**src/design/ccr_pkg.sv**
```systemverilog
// Constants, field positions and carrier types for the card/device control registers.
// Assumes byte-wide configuration accesses with a function number of 0 or 1.
`default_nettype none

package ccr_pkg;

  // ---------------------------------------------------------------------------
  // Register offsets
  // ---------------------------------------------------------------------------
  localparam logic [7:0] CARD_CTRL_OFF = 8'h91;
  localparam logic [7:0] DEV_CTRL_OFF  = 8'h92;

  // ---------------------------------------------------------------------------
  // Card control fields
  // ---------------------------------------------------------------------------
  localparam int RING_EN_BIT   = 7;
  localparam int ZV_EN_BIT     = 6;
  localparam int PORT_SEL_BIT  = 5;
  localparam int AUD_MUX_BIT   = 2;
  localparam int CARD_SPEAKER_EN_BIT   = 1;
  localparam int IRQ_FLAG_BIT  = 0;

  localparam logic [7:0] CARD_RST         = 8'h00;
  localparam logic [7:0] CARD_GLOBAL_MASK = 8'h80;
  localparam logic [7:0] CARD_LOCAL_MASK  = 8'h67;

  // ---------------------------------------------------------------------------
  // Device control fields
  // ---------------------------------------------------------------------------
  localparam int PWR_LOCK_BIT  = 7;
  localparam int LV_FORCE_BIT  = 6;
  localparam int DIAG_BIT      = 5;
  localparam int MODE_LSB      = 1;
  localparam int MODE_MSB      = 2;

  localparam logic [7:0] DEV_RST         = 8'h66;
  localparam logic [7:0] DEV_GLOBAL_MASK = 8'h49;
  localparam logic [7:0] DEV_LOCAL_MASK  = 8'ha6;

  // ---------------------------------------------------------------------------
  // Types
  // ---------------------------------------------------------------------------
  typedef enum logic [1:0] {
    IRQ_PAR_PCI      = 2'b00,
    IRQ_PAR_IRQ_PCI  = 2'b01,
    IRQ_SER_IRQ_PCI  = 2'b10,
    IRQ_SER_ALL      = 2'b11
  } ccr_irq_mode_t;

  typedef struct packed {
    logic       rd;
    logic       wr;
    logic       fn;
    logic [7:0] off;
    logic [7:0] data;
  } ccr_cfg_req_t;

endpackage : ccr_pkg

`default_nettype wire

```
**src/design/ccr_sync2.sv**
```systemverilog
// Two-flop synchroniser for a group of pin levels.
// Assumes each bit is an independent slow level; no bus coherency.
`default_nettype none

module ccr_sync2 #(
  parameter int WIDTH = 7
) (
  // Clock and reset
  input  wire logic             clk,
  input  wire logic             rst_n,
  // Levels
  input  wire logic [WIDTH-1:0] async,
  output var  logic [WIDTH-1:0] synced
);

  logic [WIDTH-1:0] meta_r;

  always_ff @(posedge clk or negedge rst_n) begin
    if (!rst_n) begin
      meta_r <= '0;
      synced <= '0;
    end else begin
      meta_r <= async;
      synced <= meta_r;
    end
  end

endmodule // ccr_sync2

`default_nettype wire

```
**src/design/ccr_socket_regs.sv**
```systemverilog
// Per-socket copy of the non-global card and device control bits.
// Assumes the parent qualifies the request with this socket's function number.
`default_nettype none

module ccr_socket_regs (
  // Clock and reset
  input  wire logic                 clk,
  input  wire logic                 rst_n,
  // Configuration access
  input  wire logic                 sel,
  input  wire ccr_pkg::ccr_cfg_req_t req,
  // Card event
  input  wire logic                 irqEvent,
  // Register views
  output var  logic [7:0]           cardView,
  output var  logic [7:0]           devView
);

  logic [7:0] card_r;
  logic [7:0] dev_r;
  wire        wrCard = sel & req.wr & (req.off == ccr_pkg::CARD_CTRL_OFF);
  wire        wrDev  = sel & req.wr & (req.off == ccr_pkg::DEV_CTRL_OFF);
  wire        flagClr = wrCard & req.data[ccr_pkg::IRQ_FLAG_BIT];
  // Set beats the clear so an interrupt landing on the clear is kept
  wire        flagNxt = irqEvent | (card_r[ccr_pkg::IRQ_FLAG_BIT] & ~flagClr);
  wire [7:0]  rwMask  = ccr_pkg::CARD_LOCAL_MASK & ~(8'h01 << ccr_pkg::IRQ_FLAG_BIT);
  wire [7:0]  cardNxt = wrCard ? ((req.data & rwMask) | (card_r & ~rwMask)) : card_r;

  always_ff @(posedge clk or negedge rst_n) begin
    if (!rst_n) begin
      card_r <= ccr_pkg::CARD_RST;
      dev_r  <= ccr_pkg::DEV_RST & ccr_pkg::DEV_LOCAL_MASK;
    end else begin
      card_r <= (cardNxt & ~8'h01) | {7'h00, flagNxt};
      if (wrDev) begin
        dev_r <= req.data & ccr_pkg::DEV_LOCAL_MASK;
      end
    end
  end

  assign cardView = card_r & ccr_pkg::CARD_LOCAL_MASK;
  assign devView  = dev_r;

endmodule // ccr_socket_regs

`default_nettype wire

```
**src/design/ccr_control_regs.sv**
```systemverilog
// Card control and device control registers of a two-socket card bridge.
// Assumes byte configuration accesses from the host bus logic on clk, and
// card-side pins that are asynchronous to clk.
`default_nettype none

module ccr_control_regs (
  // Clock and reset
  input  wire logic                  clk,
  input  wire logic                  rst_n,

  // Configuration access
  input  wire ccr_pkg::ccr_cfg_req_t cfgReq,
  output var  logic [7:0]            cfgReadData,
  output var  logic                  cfgReadValid,

  // Card pins, asynchronous
  input  wire logic [1:0]            cardIrqPin,
  input  wire logic [1:0]            cardSpeaker,
  input  wire logic [1:0]            cardAudioSignal,
  input  wire logic                  ringIndicatePin,

  // Same-clock system inputs
  input  wire logic [1:0]            cardIsIoOrCardbus,
  input  wire logic                  ringPmeMuxSelect,
  input  wire logic [1:0]            powerDownRequest,
  input  wire logic [1:0]            socketInD3,

  // Ring indicate routing
  output var  logic                  ringIndicateOut,
  output var  logic                  multifunctionPin2,
  output var  logic                  multifunctionPin4,

  // Zoomed video
  output var  logic [1:0]            zoomedVideoHighZ,
  output var  logic                  videoSelectSocket0,
  output var  logic                  videoSelectSocket1,

  // Audio and speaker
  output var  logic                  cardAudioPwmFunction,
  output var  logic                  speakerOutput,
  output var  logic                  speakerOutputEn,

  // Socket configuration
  output var  logic                  lowVoltCapable,
  output var  ccr_pkg::ccr_irq_mode_t irqSignalMode0,
  output var  ccr_pkg::ccr_irq_mode_t irqSignalMode1,
  output var  logic [1:0]            socketPowerDown
);

  // ---------------------------------------------------------------------------
  // Offset decode
  // ---------------------------------------------------------------------------
  function automatic logic offHit(input logic [7:0] off, input logic [7:0] target);
    offHit = (off == target);
  endfunction

  // Unmapped offsets hit neither register and read zero
  wire cardHit  = offHit(cfgReq.off, ccr_pkg::CARD_CTRL_OFF);
  wire devHit   = offHit(cfgReq.off, ccr_pkg::DEV_CTRL_OFF);
  wire fn0Write = cfgReq.wr & ~cfgReq.fn;

  // ---------------------------------------------------------------------------
  // Pin synchronisers
  // ---------------------------------------------------------------------------
  // Only the second flop of each bit feeds logic
  logic [6:0] pinSync;

  ccr_sync2 #(
    .WIDTH (7)
  ) u_pin_sync (
    .clk    (clk),
    .rst_n  (rst_n),
    .async  ({ringIndicatePin, cardAudioSignal, cardSpeaker, cardIrqPin}),
    .synced (pinSync)
  );

  wire [1:0] irqSync     = pinSync[1:0];
  wire [1:0] speakerSync = pinSync[3:2];
  wire [1:0] audioSync   = pinSync[5:4];
  wire       ringSync    = pinSync[6];

  // ---------------------------------------------------------------------------
  // Per-socket registers
  // ---------------------------------------------------------------------------
  logic [7:0] sockCard [2];
  logic [7:0] sockDev  [2];

  // Both copies see every request; the function number picks one
  genvar s;
  generate
    for (s = 0; s < 2; s++) begin : g_sock
      ccr_socket_regs u_regs (
        .clk      (clk),
        .rst_n    (rst_n),
        .sel      (cfgReq.fn == 1'(s)),
        .req      (cfgReq),
        .irqEvent (irqSync[s] & cardIsIoOrCardbus[s]),
        .cardView (sockCard[s]),
        .devView  (sockDev[s])
      );
    end
  endgenerate

  // ---------------------------------------------------------------------------
  // Global bits
  // ---------------------------------------------------------------------------
  // One copy serves both functions; function 1 writes leave it alone
  logic [7:0] globCard_r;
  logic [7:0] globDev_r;

  wire wrGlobCard = fn0Write & cardHit;
  wire wrGlobDev  = fn0Write & devHit;

  always_ff @(posedge clk or negedge rst_n) begin
    if (!rst_n) begin
      globCard_r <= ccr_pkg::CARD_RST & ccr_pkg::CARD_GLOBAL_MASK;
    end else if (wrGlobCard) begin
      globCard_r <= cfgReq.data & ccr_pkg::CARD_GLOBAL_MASK;
    end
  end

  // Test bits are stored as written; nonzero values are not policed
  always_ff @(posedge clk or negedge rst_n) begin
    if (!rst_n) begin
      globDev_r <= ccr_pkg::DEV_RST & ccr_pkg::DEV_GLOBAL_MASK;
    end else if (wrGlobDev) begin
      globDev_r <= cfgReq.data & ccr_pkg::DEV_GLOBAL_MASK;
    end
  end

  // ---------------------------------------------------------------------------
  // Read path
  // ---------------------------------------------------------------------------
  // Reserved bits fall out of the masks, so they always read zero
  wire [7:0] selCard  = cfgReq.fn ? sockCard[1] : sockCard[0];
  wire [7:0] selDev   = cfgReq.fn ? sockDev[1] : sockDev[0];
  wire [7:0] cardRead = selCard | globCard_r;
  wire [7:0] devRead  = selDev | globDev_r;
  wire [7:0] readNxt  = cardHit ? cardRead : (devHit ? devRead : 8'h00);

  always_ff @(posedge clk or negedge rst_n) begin
    if (!rst_n) begin
      cfgReadValid <= 1'b0;
    end else begin
      cfgReadValid <= cfgReq.rd;
    end
  end

  // Data holds between reads; only the valid flag pulses
  always_ff @(posedge clk or negedge rst_n) begin
    if (!rst_n) begin
      cfgReadData <= 8'h00;
    end else if (cfgReq.rd) begin
      cfgReadData <= readNxt;
    end
  end

  // ---------------------------------------------------------------------------
  // Ring indicate routing
  // ---------------------------------------------------------------------------
  wire ringEnable = globCard_r[ccr_pkg::RING_EN_BIT];
  wire ringGated  = ringEnable & ringSync;
  wire ringPmeNxt = ringGated & ~ringPmeMuxSelect;

  // ---------------------------------------------------------------------------
  // Zoomed video
  // ---------------------------------------------------------------------------
  wire zv0     = sockCard[0][ccr_pkg::ZV_EN_BIT];
  wire zv1     = sockCard[1][ccr_pkg::ZV_EN_BIT];
  // Priority is taken from the socket 0 copy of the select bit
  wire portSel = sockCard[0][ccr_pkg::PORT_SEL_BIT];
  wire video_select_socket0  = zv0 & ~(zv1 & portSel);
  wire video_select_socket1  = zv1 & ~(zv0 & ~portSel);

  // ---------------------------------------------------------------------------
  // Audio and speaker
  // ---------------------------------------------------------------------------
  wire aud0     = sockCard[0][ccr_pkg::AUD_MUX_BIT];
  wire aud1     = sockCard[1][ccr_pkg::AUD_MUX_BIT];
  // Socket 1 reaches the mux only while socket 0 has not claimed it
  wire audioNxt = aud0 ? audioSync[0] : (aud1 & audioSync[1]);

  wire spkEn0   = sockCard[0][ccr_pkg::CARD_SPEAKER_EN_BIT];
  wire spkEn1   = sockCard[1][ccr_pkg::CARD_SPEAKER_EN_BIT];
  // A disabled socket adds zero to the XOR
  wire spkNxt   = (spkEn0 & speakerSync[0]) ^ (spkEn1 & speakerSync[1]);
  wire spkDrive = spkEn0 | spkEn1;

  // ---------------------------------------------------------------------------
  // Socket configuration
  // ---------------------------------------------------------------------------
  wire [1:0] lock;
  assign lock[0] = sockDev[0][ccr_pkg::PWR_LOCK_BIT];
  assign lock[1] = sockDev[1][ccr_pkg::PWR_LOCK_BIT];

  // A locked socket in D3 keeps power, e.g. for wake on ring
  wire [1:0] pwrDownNxt = powerDownRequest & ~(lock & socketInD3);

  wire [1:0] mode0 = sockDev[0][ccr_pkg::MODE_MSB:ccr_pkg::MODE_LSB];
  wire [1:0] mode1 = sockDev[1][ccr_pkg::MODE_MSB:ccr_pkg::MODE_LSB];

  // ---------------------------------------------------------------------------
  // Output registers
  // ---------------------------------------------------------------------------
  // One flop per pin, so a register write never glitches a terminal

  // ---------------------------------------------------------------------------
  // Ring indicate outputs
  // ---------------------------------------------------------------------------
  always_ff @(posedge clk or negedge rst_n) begin
    if (!rst_n) begin
      ringIndicateOut <= 1'b0;
    end else begin
      ringIndicateOut <= ringPmeNxt;
    end
  end

  always_ff @(posedge clk or negedge rst_n) begin
    if (!rst_n) begin
      multifunctionPin2 <= 1'b0;
    end else begin
      multifunctionPin2 <= ringGated;
    end
  end

  always_ff @(posedge clk or negedge rst_n) begin
    if (!rst_n) begin
      multifunctionPin4 <= 1'b0;
    end else begin
      multifunctionPin4 <= ringGated;
    end
  end

  // ---------------------------------------------------------------------------
  // Zoomed video outputs
  // ---------------------------------------------------------------------------
  always_ff @(posedge clk or negedge rst_n) begin
    if (!rst_n) begin
      zoomedVideoHighZ <= 2'b00;
    end else begin
      zoomedVideoHighZ <= {zv1, zv0};
    end
  end

  always_ff @(posedge clk or negedge rst_n) begin
    if (!rst_n) begin
      videoSelectSocket0 <= 1'b0;
    end else begin
      videoSelectSocket0 <= video_select_socket0;
    end
  end

  always_ff @(posedge clk or negedge rst_n) begin
    if (!rst_n) begin
      videoSelectSocket1 <= 1'b0;
    end else begin
      videoSelectSocket1 <= video_select_socket1;
    end
  end

  // ---------------------------------------------------------------------------
  // Audio and speaker outputs
  // ---------------------------------------------------------------------------
  always_ff @(posedge clk or negedge rst_n) begin
    if (!rst_n) begin
      cardAudioPwmFunction <= 1'b0;
    end else begin
      cardAudioPwmFunction <= audioNxt;
    end
  end

  always_ff @(posedge clk or negedge rst_n) begin
    if (!rst_n) begin
      speakerOutput <= 1'b0;
    end else begin
      speakerOutput <= spkNxt;
    end
  end

  always_ff @(posedge clk or negedge rst_n) begin
    if (!rst_n) begin
      speakerOutputEn <= 1'b0;
    end else begin
      speakerOutputEn <= spkDrive;
    end
  end

  // ---------------------------------------------------------------------------
  // Socket configuration outputs
  // ---------------------------------------------------------------------------
  always_ff @(posedge clk or negedge rst_n) begin
    if (!rst_n) begin
      lowVoltCapable <= ccr_pkg::DEV_RST[ccr_pkg::LV_FORCE_BIT];
    end else begin
      lowVoltCapable <= globDev_r[ccr_pkg::LV_FORCE_BIT];
    end
  end

  always_ff @(posedge clk or negedge rst_n) begin
    if (!rst_n) begin
      irqSignalMode0 <= ccr_pkg::IRQ_SER_ALL;
    end else begin
      irqSignalMode0 <= ccr_pkg::ccr_irq_mode_t'(mode0);
    end
  end

  always_ff @(posedge clk or negedge rst_n) begin
    if (!rst_n) begin
      irqSignalMode1 <= ccr_pkg::IRQ_SER_ALL;
    end else begin
      irqSignalMode1 <= ccr_pkg::ccr_irq_mode_t'(mode1);
    end
  end

  always_ff @(posedge clk or negedge rst_n) begin
    if (!rst_n) begin
      socketPowerDown <= 2'b00;
    end else begin
      socketPowerDown <= pwrDownNxt;
    end
  end

endmodule // ccr_control_regs

`default_nettype wire

```
**config.mk**
```make
export PLATFORM = sky130hd
export DESIGN_NAME = ccr_control_regs
export DESIGN_NICKNAME = d
export VERILOG_FILES = /design/src/design/ccr_pkg.sv /design/src/design/ccr_sync2.sv /design/src/design/ccr_socket_regs.sv /design/src/design/ccr_control_regs.sv
export SDC_FILE = /design/constraint.sdc
export NUM_CORES = 1
export LEC_CHECK = 0
export BUFFER_PORTS_ARGS = -buffer_cell sky130_fd_sc_hd__buf_4
export CORE_MARGIN = 1.5
export CORE_UTILIZATION = 51
export CTS_CLUSTER_SIZE = 40
export DETAILED_ROUTE_END_ITERATION = 8
export PLACE_DENSITY = 0.78
export RECOVER_POWER = 25
export SLEW_MARGIN = 20
export SYNTH_ARGS = -nofsm -noshare
export SYNTH_HDL_FRONTEND = slang
export SYNTH_SLANG_ARGS = --single-unit
export TNS_END_PERCENT = 5
```
**constraint.sdc**
```tcl
create_clock -name clk -period 1.3 [get_ports clk]
set_input_delay 0.195 -clock clk [delete_from_list [all_inputs] [get_ports clk]]
set_output_delay 0.195 -clock clk [all_outputs]
set_load 0.02 [all_outputs]
```
Word-level counts from Yosys, hierarchy flattened
Cells that the tools add are included. Widths: inputs -> output; s select.

Output and inout bits: 26. Input port bits: 35. Flip-flop bits (word level): 67.

Multiplexer cells: 7. Bitwise gates (word level): 41. Equality and inequality tests: 2.

Operator list (count): $mux 8 (5); $or 7x8->8 (3); $and 1x1->1 (21); $eq 8x8->1 const B (2); $or 8x1->8 (2); $or 8x7->8 (1); $mux 7 (1); $not 1->1 (7); $and 2x2->2 (2); $or 1x1->1 (3); $not 2->2 (1); $mux 1 (1); $xor 1x1->1 (1).

Longest topological paths before layout
Gate-level depths: netlist (run 1).

Depth in word-level cells: 8. Mapped depth: 4.

Hierarchy
From an unflattened synthesis (run 1), not the netlist that was laid out.

Cell total of the unflattened synthesis: 181. Area, all modules: 2605.0 µm².

By module, submodules not included: ccr_control_regs (cells each 105, area an instance 1326.3 µm², instances 1); ccr_socket_regs (cells each 31, area an instance 464.2 µm², instances 2); ccr_sync2 (cells each 14, area an instance 350.3 µm², instances 1).

Least setup slack after synthesis (run 1)
No wires, ideal clock.

Path kind: input-to-reg. Start point: in cfgReq[14] (netlist bit). End point: reg (tool-made name). Stages on the path: 4. Path slack: -0.103 ns. Required time: 1.175 ns. Setup time: 0.125 ns. Arrival time: 1.279 ns. Path through: nor4bb_1 -> clkbuf_1 -> nand4_1 -> mux2_2.

RTL lines: from (decl) (line ccr_control_regs.sv:12) `input wire ccr_pkg::ccr_cfg_req_t cfgReq,`.

==> results of run 1 <==
## through the flow
step	setup TNS, ns	utilization [%]	cell area, sq um
floorplan	-0.216	-	2240
global placement	-2.52	67.5	2780
detailed placement	-3.11	67.5	2780
CTS	0	74.3	3060
global route	0	74.2	3050
finish	0	74.2	3050
## layout make-up
| type | instances | area [sq um] |
|---|---|---|
| clock buffers | 13 | 169 |
| clock inverters | 3 | 20.0 |
| fillers | 259 | 1060 |
| inverters | 8 | 30.0 |
| multi-input cells | 71 | 662 |
| flip-flops and latches | 60 | 1520 |
| well taps | 50 | 62.6 |
| repair buffers | 75 | 592 |
## worst min-delay path by stage
stage | startpoint | slack (ns) | to | depth (start not counted)
6_report | socketInD3[0] | 0.07 | socketPowerDown[0] | 2
3_3_place_gp | rst_n | 0.11 | ringIndicateOut | 1
5_1_grt | socketInD3[1] | 0.05 | socketPowerDown[1] | 2
3_5_place_dp | rst_n | 0.11 | ringIndicateOut | 1
4_1_cts | socketInD3[1] | 0.04 | socketPowerDown[1] | 2
2_1_floorplan | rst_n | -0.10 | async pin | 0
## what timing repair did
item                                   CTS  global route
endpoints found under the hold margin   26             0
hold buffers                             9             0
resized for setup                        0             0
## critical path: stages
cell	delay, ns
buf_4	0.12
nor4b_4	0.42
nand4_1	0.32
mux2_2	0.36
## synth_stat cells
cell type  count
nand4_1        3
buf_1          1
nand4b_2       1
clkbuf_1       1
buf_2          1
xor2_1         1
dfrtp_1       48
conb_1         1
a22o_1         2
mux2_2        29
and2_1         2
nor4b_4        2
nor2b_1        2
nand4_2        1
buf_4          2
o22ai_1        7
dfstp_2       12
a21boi_0       4
nor4bb_1       1
nand4b_4       1
a22oi_1        6
or2_2          1
inv_1          8
o21ai_0        1
nand2_1        6
## cell families after synthesis
group	share of synthesized area, %
DFF	67.8
muxes	14.6
AOI/OAI and AO/OA	6.32
and+or+nand+nor	8.11
buffers and inverters	2.57
xor gates and xnor gates	0.392
other	0.168
## layer usage
layer	vias up	part of all wire [%]	GRT usage, %
li1	674	-	-
met2	40	51	31.8
met5	-	0	0
met1	726	43	25.9
met4	0	1.7	9.15
met3	8	4.2	5.67
## cells in the final DEF, fill, tap and decap left out, types with 2 or more instances in the layout
master / n
o22ai_1: 7
nand2_1: 6
mux2_2: 29
dlygate4sd3_1: 9
a21boi_0: 4
clkbuf_4: 3
a22oi_1: 6
dfstp_1: 5
a22o_1: 2
clkinvlp_4: 2
clkbuf_1: 2
nand4_1: 3
and2_1: 2
inv_1: 8
dfrtp_1: 48
dfstp_2: 7
buf_4: 60
nor4b_4: 2
clkbuf_8: 12
nor2b_1: 2
## power groups by stage
stage                     combinational, uW  clock, uW  sequential (uW)
after floorplan                        66.9          0             2000
after global placement                  260          0             1980
after detailed placement                267          0             1990
after CTS                               289       1550             1960
after global routing                    306       1670             1960
final                                   282       1520             1950
==> metrics.csv, run 1 <==
metric,value,unit
status,"complete, no violations",
dieArea,4790,sq um
synth-seq-area-share,67.8,%
p_seq_share,52.1,%
synth_seq_cells,60,
pwr-share-comb,7.5,%
worst_slew_pin_slew,0.619,ns
layout-drive-gt1-share,53.0,%
synth_top_cell_area_share,53.7,%
clockBufferDepth,2,
hp-class,in -> reg,
r2r_slack,0.23,ns
hpwl,3090,um
peakVddDrop,1000,uV
grt_util_all_layers,20.1,%
stdcell_count,280,
grt_setup_unrepaired,no,
power_density,1230,nW/um^2
hold_violations,0,
slew_violations,0,
core-area,4120,sq um
leakage,0.00150,uW
grt_antenna_before_repair,0,
grt_pass1_wl,7440,um
crit_required,1.51,ns
std_cell_rows,23,
setup.worst_path.class,in -> reg,
dieWidth,69.2,um
synth_top_cell_by_area,dfrtp_1,
clockPowerShare,40.4,%
r2r_cells,3,
vias_per_cell,5.17,
worstSetupStartpoint,cfgReq[9],
timing.final.setup_violations,0,
synth_area,2240,sq um
period_needed,1.21,ns
syn_avg_cell_area,15.5,sq um
gr-total-overflow,0,
placed_cells,255,
hold_slack,0.0661,ns
numPortBuffers,58,
clk_latency,0.33,ns
gp_congestion,0.823,
switching_share,22.1,%
synth_area_leaders,"dfrtp_1, mux2_2, dfstp_2, nor4b_4, a22oi_1",
finalCritPeriodShare,92.7,%
ant_nets,0,
cts_buffers,9,
grt_pass1_vias,1559,
ios,61,
start_kind,primary input,
ys_warn_count,0,
maxCapViolations,0,
crit_fanout,4,
max_freq,830,MHz
grt_max_degree,26,
nets,260,
cp-end-kind,flip-flop,
p_int,2920,uW
syn_nets,179,
cts_tree,done,
synthCells,144,
routed_wirelength,4340,um
n_antenna_cell,0,
place_ws,-0.252,ns
dr.pass1.iters,4,
area_growth,36.5,%
die_h,69.2,um
drc,0,
switchingPower,829,uW
finalClockSkew,0.00763,ns
postCtsSetupBuffers,0,
r2r-end,cfgReadData[6],
total_power,3750,uW
vias,1448,
drt-initial-drc-count,106,
max_slew_margin,58.7,%
cts_root_buffer,clkbuf_8,
start_util,54.3,%
wl_per_cell,15.5,um
clk_pin_slew_worst_paths,0.06,ns
cp.arrival,1.42,ns
htreeDepth,3,
synthDistinctLibCells,25,
setup_ws,0.0945,ns
numClockSinks,60,
No activity file was read; power rests on OpenSTA's default activity.
==> inputs of run 2 (changes only) <==
RECOVER_POWER = default   (was 25)
==> metrics.csv, run 2 (synthesis results as in run 1) <==
metric,value,unit
period_needed,1.20,ns
grt_util_met1,25.9,%
die_h,69.2,um
multi_input_area,662,sq um
fin_area,3060,sq um
grt.met2_usage,31.8,%
core-area,4120,sq um
cp.arrival,1.41,ns
drt-initial-drc-count,108,
maxCapViolations,0,
setup.worst_path.class,in -> reg,
grt-busiest-layer,met2,
dr.pass1.iters,4,
start_kind,primary input,
max_freq,832,MHz
dieArea,4790,sq um
crit_fanout,4,
drc,0,
cts_resized,0,
grt_util_all_layers,20.1,%
power_density,1230,nW/um^2
peakVddDrop,1010,uV
regArea,1520,sq um
setup_ws,0.0985,ns
clk_pin_slew_worst_paths,0.06,ns
cts_buffers,9,
placed_area,2780,sq um
hp-class,in -> reg,
placed_cells,255,
place_ws,-0.252,ns
std_cell_rows,23,
numPortBuffers,58,
gp_congestion,0.823,
start_util,54.3,%
crit_required,1.51,ns
grtUsageMet3,5.67,%
grt_pass1_wl,7440,um
layout-drive-gt1-share,55.7,%
status,"complete, no violations",
gr-total-overflow,0,
routed_wirelength,4350,um
n_antenna_cell,0,
grt_max_degree,26,
vias,1456,
wl_per_cell,15.5,um
fin_tns_setup,0,ns
cp-end-kind,flip-flop,
fillers,259,
dieWidth,69.2,um
hpwl,3090,um
leakage,0.00150,uW
final_cell_mix,"buf_4, dfrtp_1, mux2_2",
finalClockSkew,0.00575,ns
grt_setup_unrepaired,no,
clockBufferDepth,2,
grt_pass1_vias,1559,
stdcell_count,280,
timing.final.setup_violations,0,
htreeDepth,3,
final_common_cell,buf_4,
finalCritPeriodShare,92.4,%
nets,260,
cts_root_buffer,clkbuf_8,
numClockSinks,60,
cts_tree,done,
slew_violations,0,
vias_per_cell,5.20,
hold_violations,0,
ant_nets,0,
area_growth,36.8,%
grt_antenna_before_repair,0,
clk_latency,0.32,ns
ios,61,
==> run 2: cell types whose count changed in the layout (fill, tap and decap cells not counted) <==
cell / previous run / this run
buf_4: 60 / 65
dfstp_1: 5 / 0
dfstp_2: 7 / 12
clkbuf_4: 3 / 0
clkbuf_1: 2 / 1
clkbuf_2: 1 / 0
==> run 2: timing repair <==
action,4_1_cts,5_1_grt
setup endpoints to repair,0,0
hold buffers,9,0
setup buffers,0,0
endpoints found under the hold margin,26,0
==> run 2: stage by stage <==
step / hold WS (ns) / utilization, % / total power [uW]
2_1_floorplan: -0.101 / - / 2070
3_3_place_gp: 0.107 / 67.5 / 2240
3_5_place_dp: 0.111 / 67.5 / 2260
4_1_cts: 0.0442 / 74.3 / 3800
5_1_grt: 0.0482 / 74.3 / 3940
6_report: 0.0671 / 74.3 / 3760
==> run 2: per-layer routing <==
| metal | up-vias | share of wire [%] |
|---|---|---|
| met3 | 10 | 3.7 |
| met1 | 738 | 43 |
| met4 | 0 | 2.2 |
| met2 | 37 | 51 |
| li1 | 671 | - |
| met5 | - | 0 |
==> run 2: critical path, stage by stage <==
cell and delay, ns:
buf_4 0.12, nor4b_4 0.41, nand4_1 0.32, mux2_2 0.36
==> run 2: final timing paths <==
path                                       from  cells past startpoint                           to  slack, ns
max reg2reg                           flip-flop                      3               cfgReadData[6]       0.23
max in group asynchronous                 rst_n                      3  g_sock[0].u_regs.devView[2]       0.44
min reg2reg                u_pin_sync.meta_r[6]                      0         u_pin_sync.synced[6]       0.35
min                               socketInD3[0]                      2           socketPowerDown[0]       0.07
min in group asynchronous                 rst_n                      2                    async pin       0.32
max                                   cfgReq[9]                      4                    flip-flop        0.1
==> run 2: where the power goes <==
part / total, uW / switching, uW / internal (uW)
sequential: 1960 / 24.1 / 1930
clock: 1520 / 674 / 845
combinational: 286 / 133 / 153
==> run 2: cell type report <==
cell class              count  share of cell area, %
flip-flops and latches     60                   49.6
multi-input cells          71                   21.6
repair buffers             75                   19.6
clock buffers              13                   5.52
well taps                  50                   2.05
inverters                   8                  0.982
clock inverters             3                  0.655
==> inputs of run 3 (changes only) <==
CORE_UTILIZATION = 30   (was 51)
PLACE_DENSITY = default   (was 0.78)
==> metrics.csv, run 3 (synthesis results as in run 1) <==
metric,value,unit
status,"complete, no violations",
gp_congestion,0.740,
grt_pass1_vias,1463,
drc,0,
met2WireLength,2280,um
maxCapViolations,0,
area_growth,39.3,%
cp-end-kind,primary output,
finalCritPeriodShare,89.8,%
grt_util_all_layers,12.6,%
leakage,0.00151,uW
placed_cells,306,
postCtsHoldBufs,9,
cts_buffers,9,
final_common_cell,buf_4,
dr.pass1.iters,4,
r2r_slack,0.24,ns
placed_area,2860,sq um
timing.final.setup_violations,0,
n_antenna_cell,0,
hpwl,3190,um
critPathBufInv,1,
ios,61,
clk_latency,0.33,ns
total_power,3670,uW
worstHoldStart,socketInD3[0],
max_freq,856,MHz
whs_path_depth,2,
critPathSlowestCell,dfstp_2,
grt_max_degree,29,
dieArea,7980,sq um
hp-class,in -> reg,
nets,262,
crit_required,1.11,ns
cts_resized,0,
numClockSinks,60,
met3_length,235,um
start_kind,flip-flop,
hold_violations,0,
r2r_cells,3,
r2r-end,cfgReadData[6],
layout-drive-gt1-share,55.4,%
worstHoldEndpoint,socketPowerDown[0],
postCtsSetupBuffers,0,
path_delay_family,flip-flops,
gr-total-overflow,0,
grt_antenna_before_repair,0,
cp_slowest_stage_delay,0.52,ns
fillers,704,
crit_fanout,1,
die_h,89.3,um
power_density,1180,nW/um^2
fin_area,3110,sq um
start_util,31.0,%
cts_root_buffer,clkbuf_8,
setup.worst_path.class,reg -> out,
stdcell_count,330,
routed_wirelength,4460,um
std_cell_rows,31,
cp.arrival,0.97,ns
period_needed,1.17,ns
clockBufferDepth,2,
path_cells,buf_4,
vias_per_cell,4.32,
ant_nets,0,
peakVddDrop,756,uV
numPortBuffers,58,
htreeDepth,3,
clk_pin_slew_worst_paths,0.06,ns
grt_pass1_wl,7220,um
cts_tree,done,
grt_setup_unrepaired,no,
drt-met1-wl,1880,um
slew_violations,0,
drt-initial-drc-count,53,
vias,1427,
finalClockSkew,0.00289,ns
core-area,7210,sq um
dieWidth,89.3,um
final_cell_mix,"buf_4, dfrtp_1, mux2_2",
highest-signal-layer,met4,
wl_per_cell,13.5,um
run 3: changes by cell type in the layout (fill, tap and decap cells not counted), sizes merged:
cell,before,now
clkinvlp,2,0
clkinv,1,2
buf,66,68
run 3: layout make-up:
type	count	area, sq um	area share, %
flip-flops and latches	60	1520	48.7
multi-input cells	71	662	21.3
clock inverters	2	10.0	0.321
inverters	8	30.0	0.964
repair buffers	77	613	19.7
well taps	99	124	3.98
clock buffers	13	159	5.10
run 3: per-layer routing:
| layer | GRT usage, % | vias up |
|---|---|---|
| met5 | 0 | - |
| met3 | 5.45 | 6 |
| met4 | 4.20 | 0 |
| met2 | 21.1 | 40 |
| li1 | - | 678 |
| met1 | 14.5 | 703 |
run 3: report_power, final:
part / switching (uW) / leakage [uW] / total [uW] / internal (uW)
combinational: 132 / 0.000675 / 286 / 154
clock: 644 / 0.0000893 / 1420 / 779
sequential: 23.2 / 0.000743 / 1960 / 1930
total: 800 / 0.00151 / 3670 / 2870
run 3: how the worst max path moves through the flow:
stage | from | end | slack [ns] | cells past startpoint
floorplan | cfgReq[9] | flip-flop | -0.03 | 3
global placement | cfgReq[14] | flip-flop | -0.20 | 6
detailed placement | cfgReq[14] | g_sock[1].u_regs.devView[7] | -0.21 | 5
CTS | irqSignalMode0[1] | irqSignalMode0[1] | 0.11 | 1
global route | cfgReq[14] | flip-flop | 0.08 | 5
finish | irqSignalMode1[1] | irqSignalMode1[1] | 0.13 | 1
run 3: through the flow:
step           TNS (ns)  utilization (%)  hold slack, ns  setup WS, ns
4_1_cts               0             43.2          0.0334         0.110
3_5_place_dp      -4.88             39.6          0.0915        -0.211
2_1_floorplan    -0.216                -          -0.101       -0.0307
5_1_grt               0             43.2          0.0413        0.0793
3_3_place_gp      -4.60             39.6          0.0872        -0.200
6_report              0             43.2          0.0450         0.132
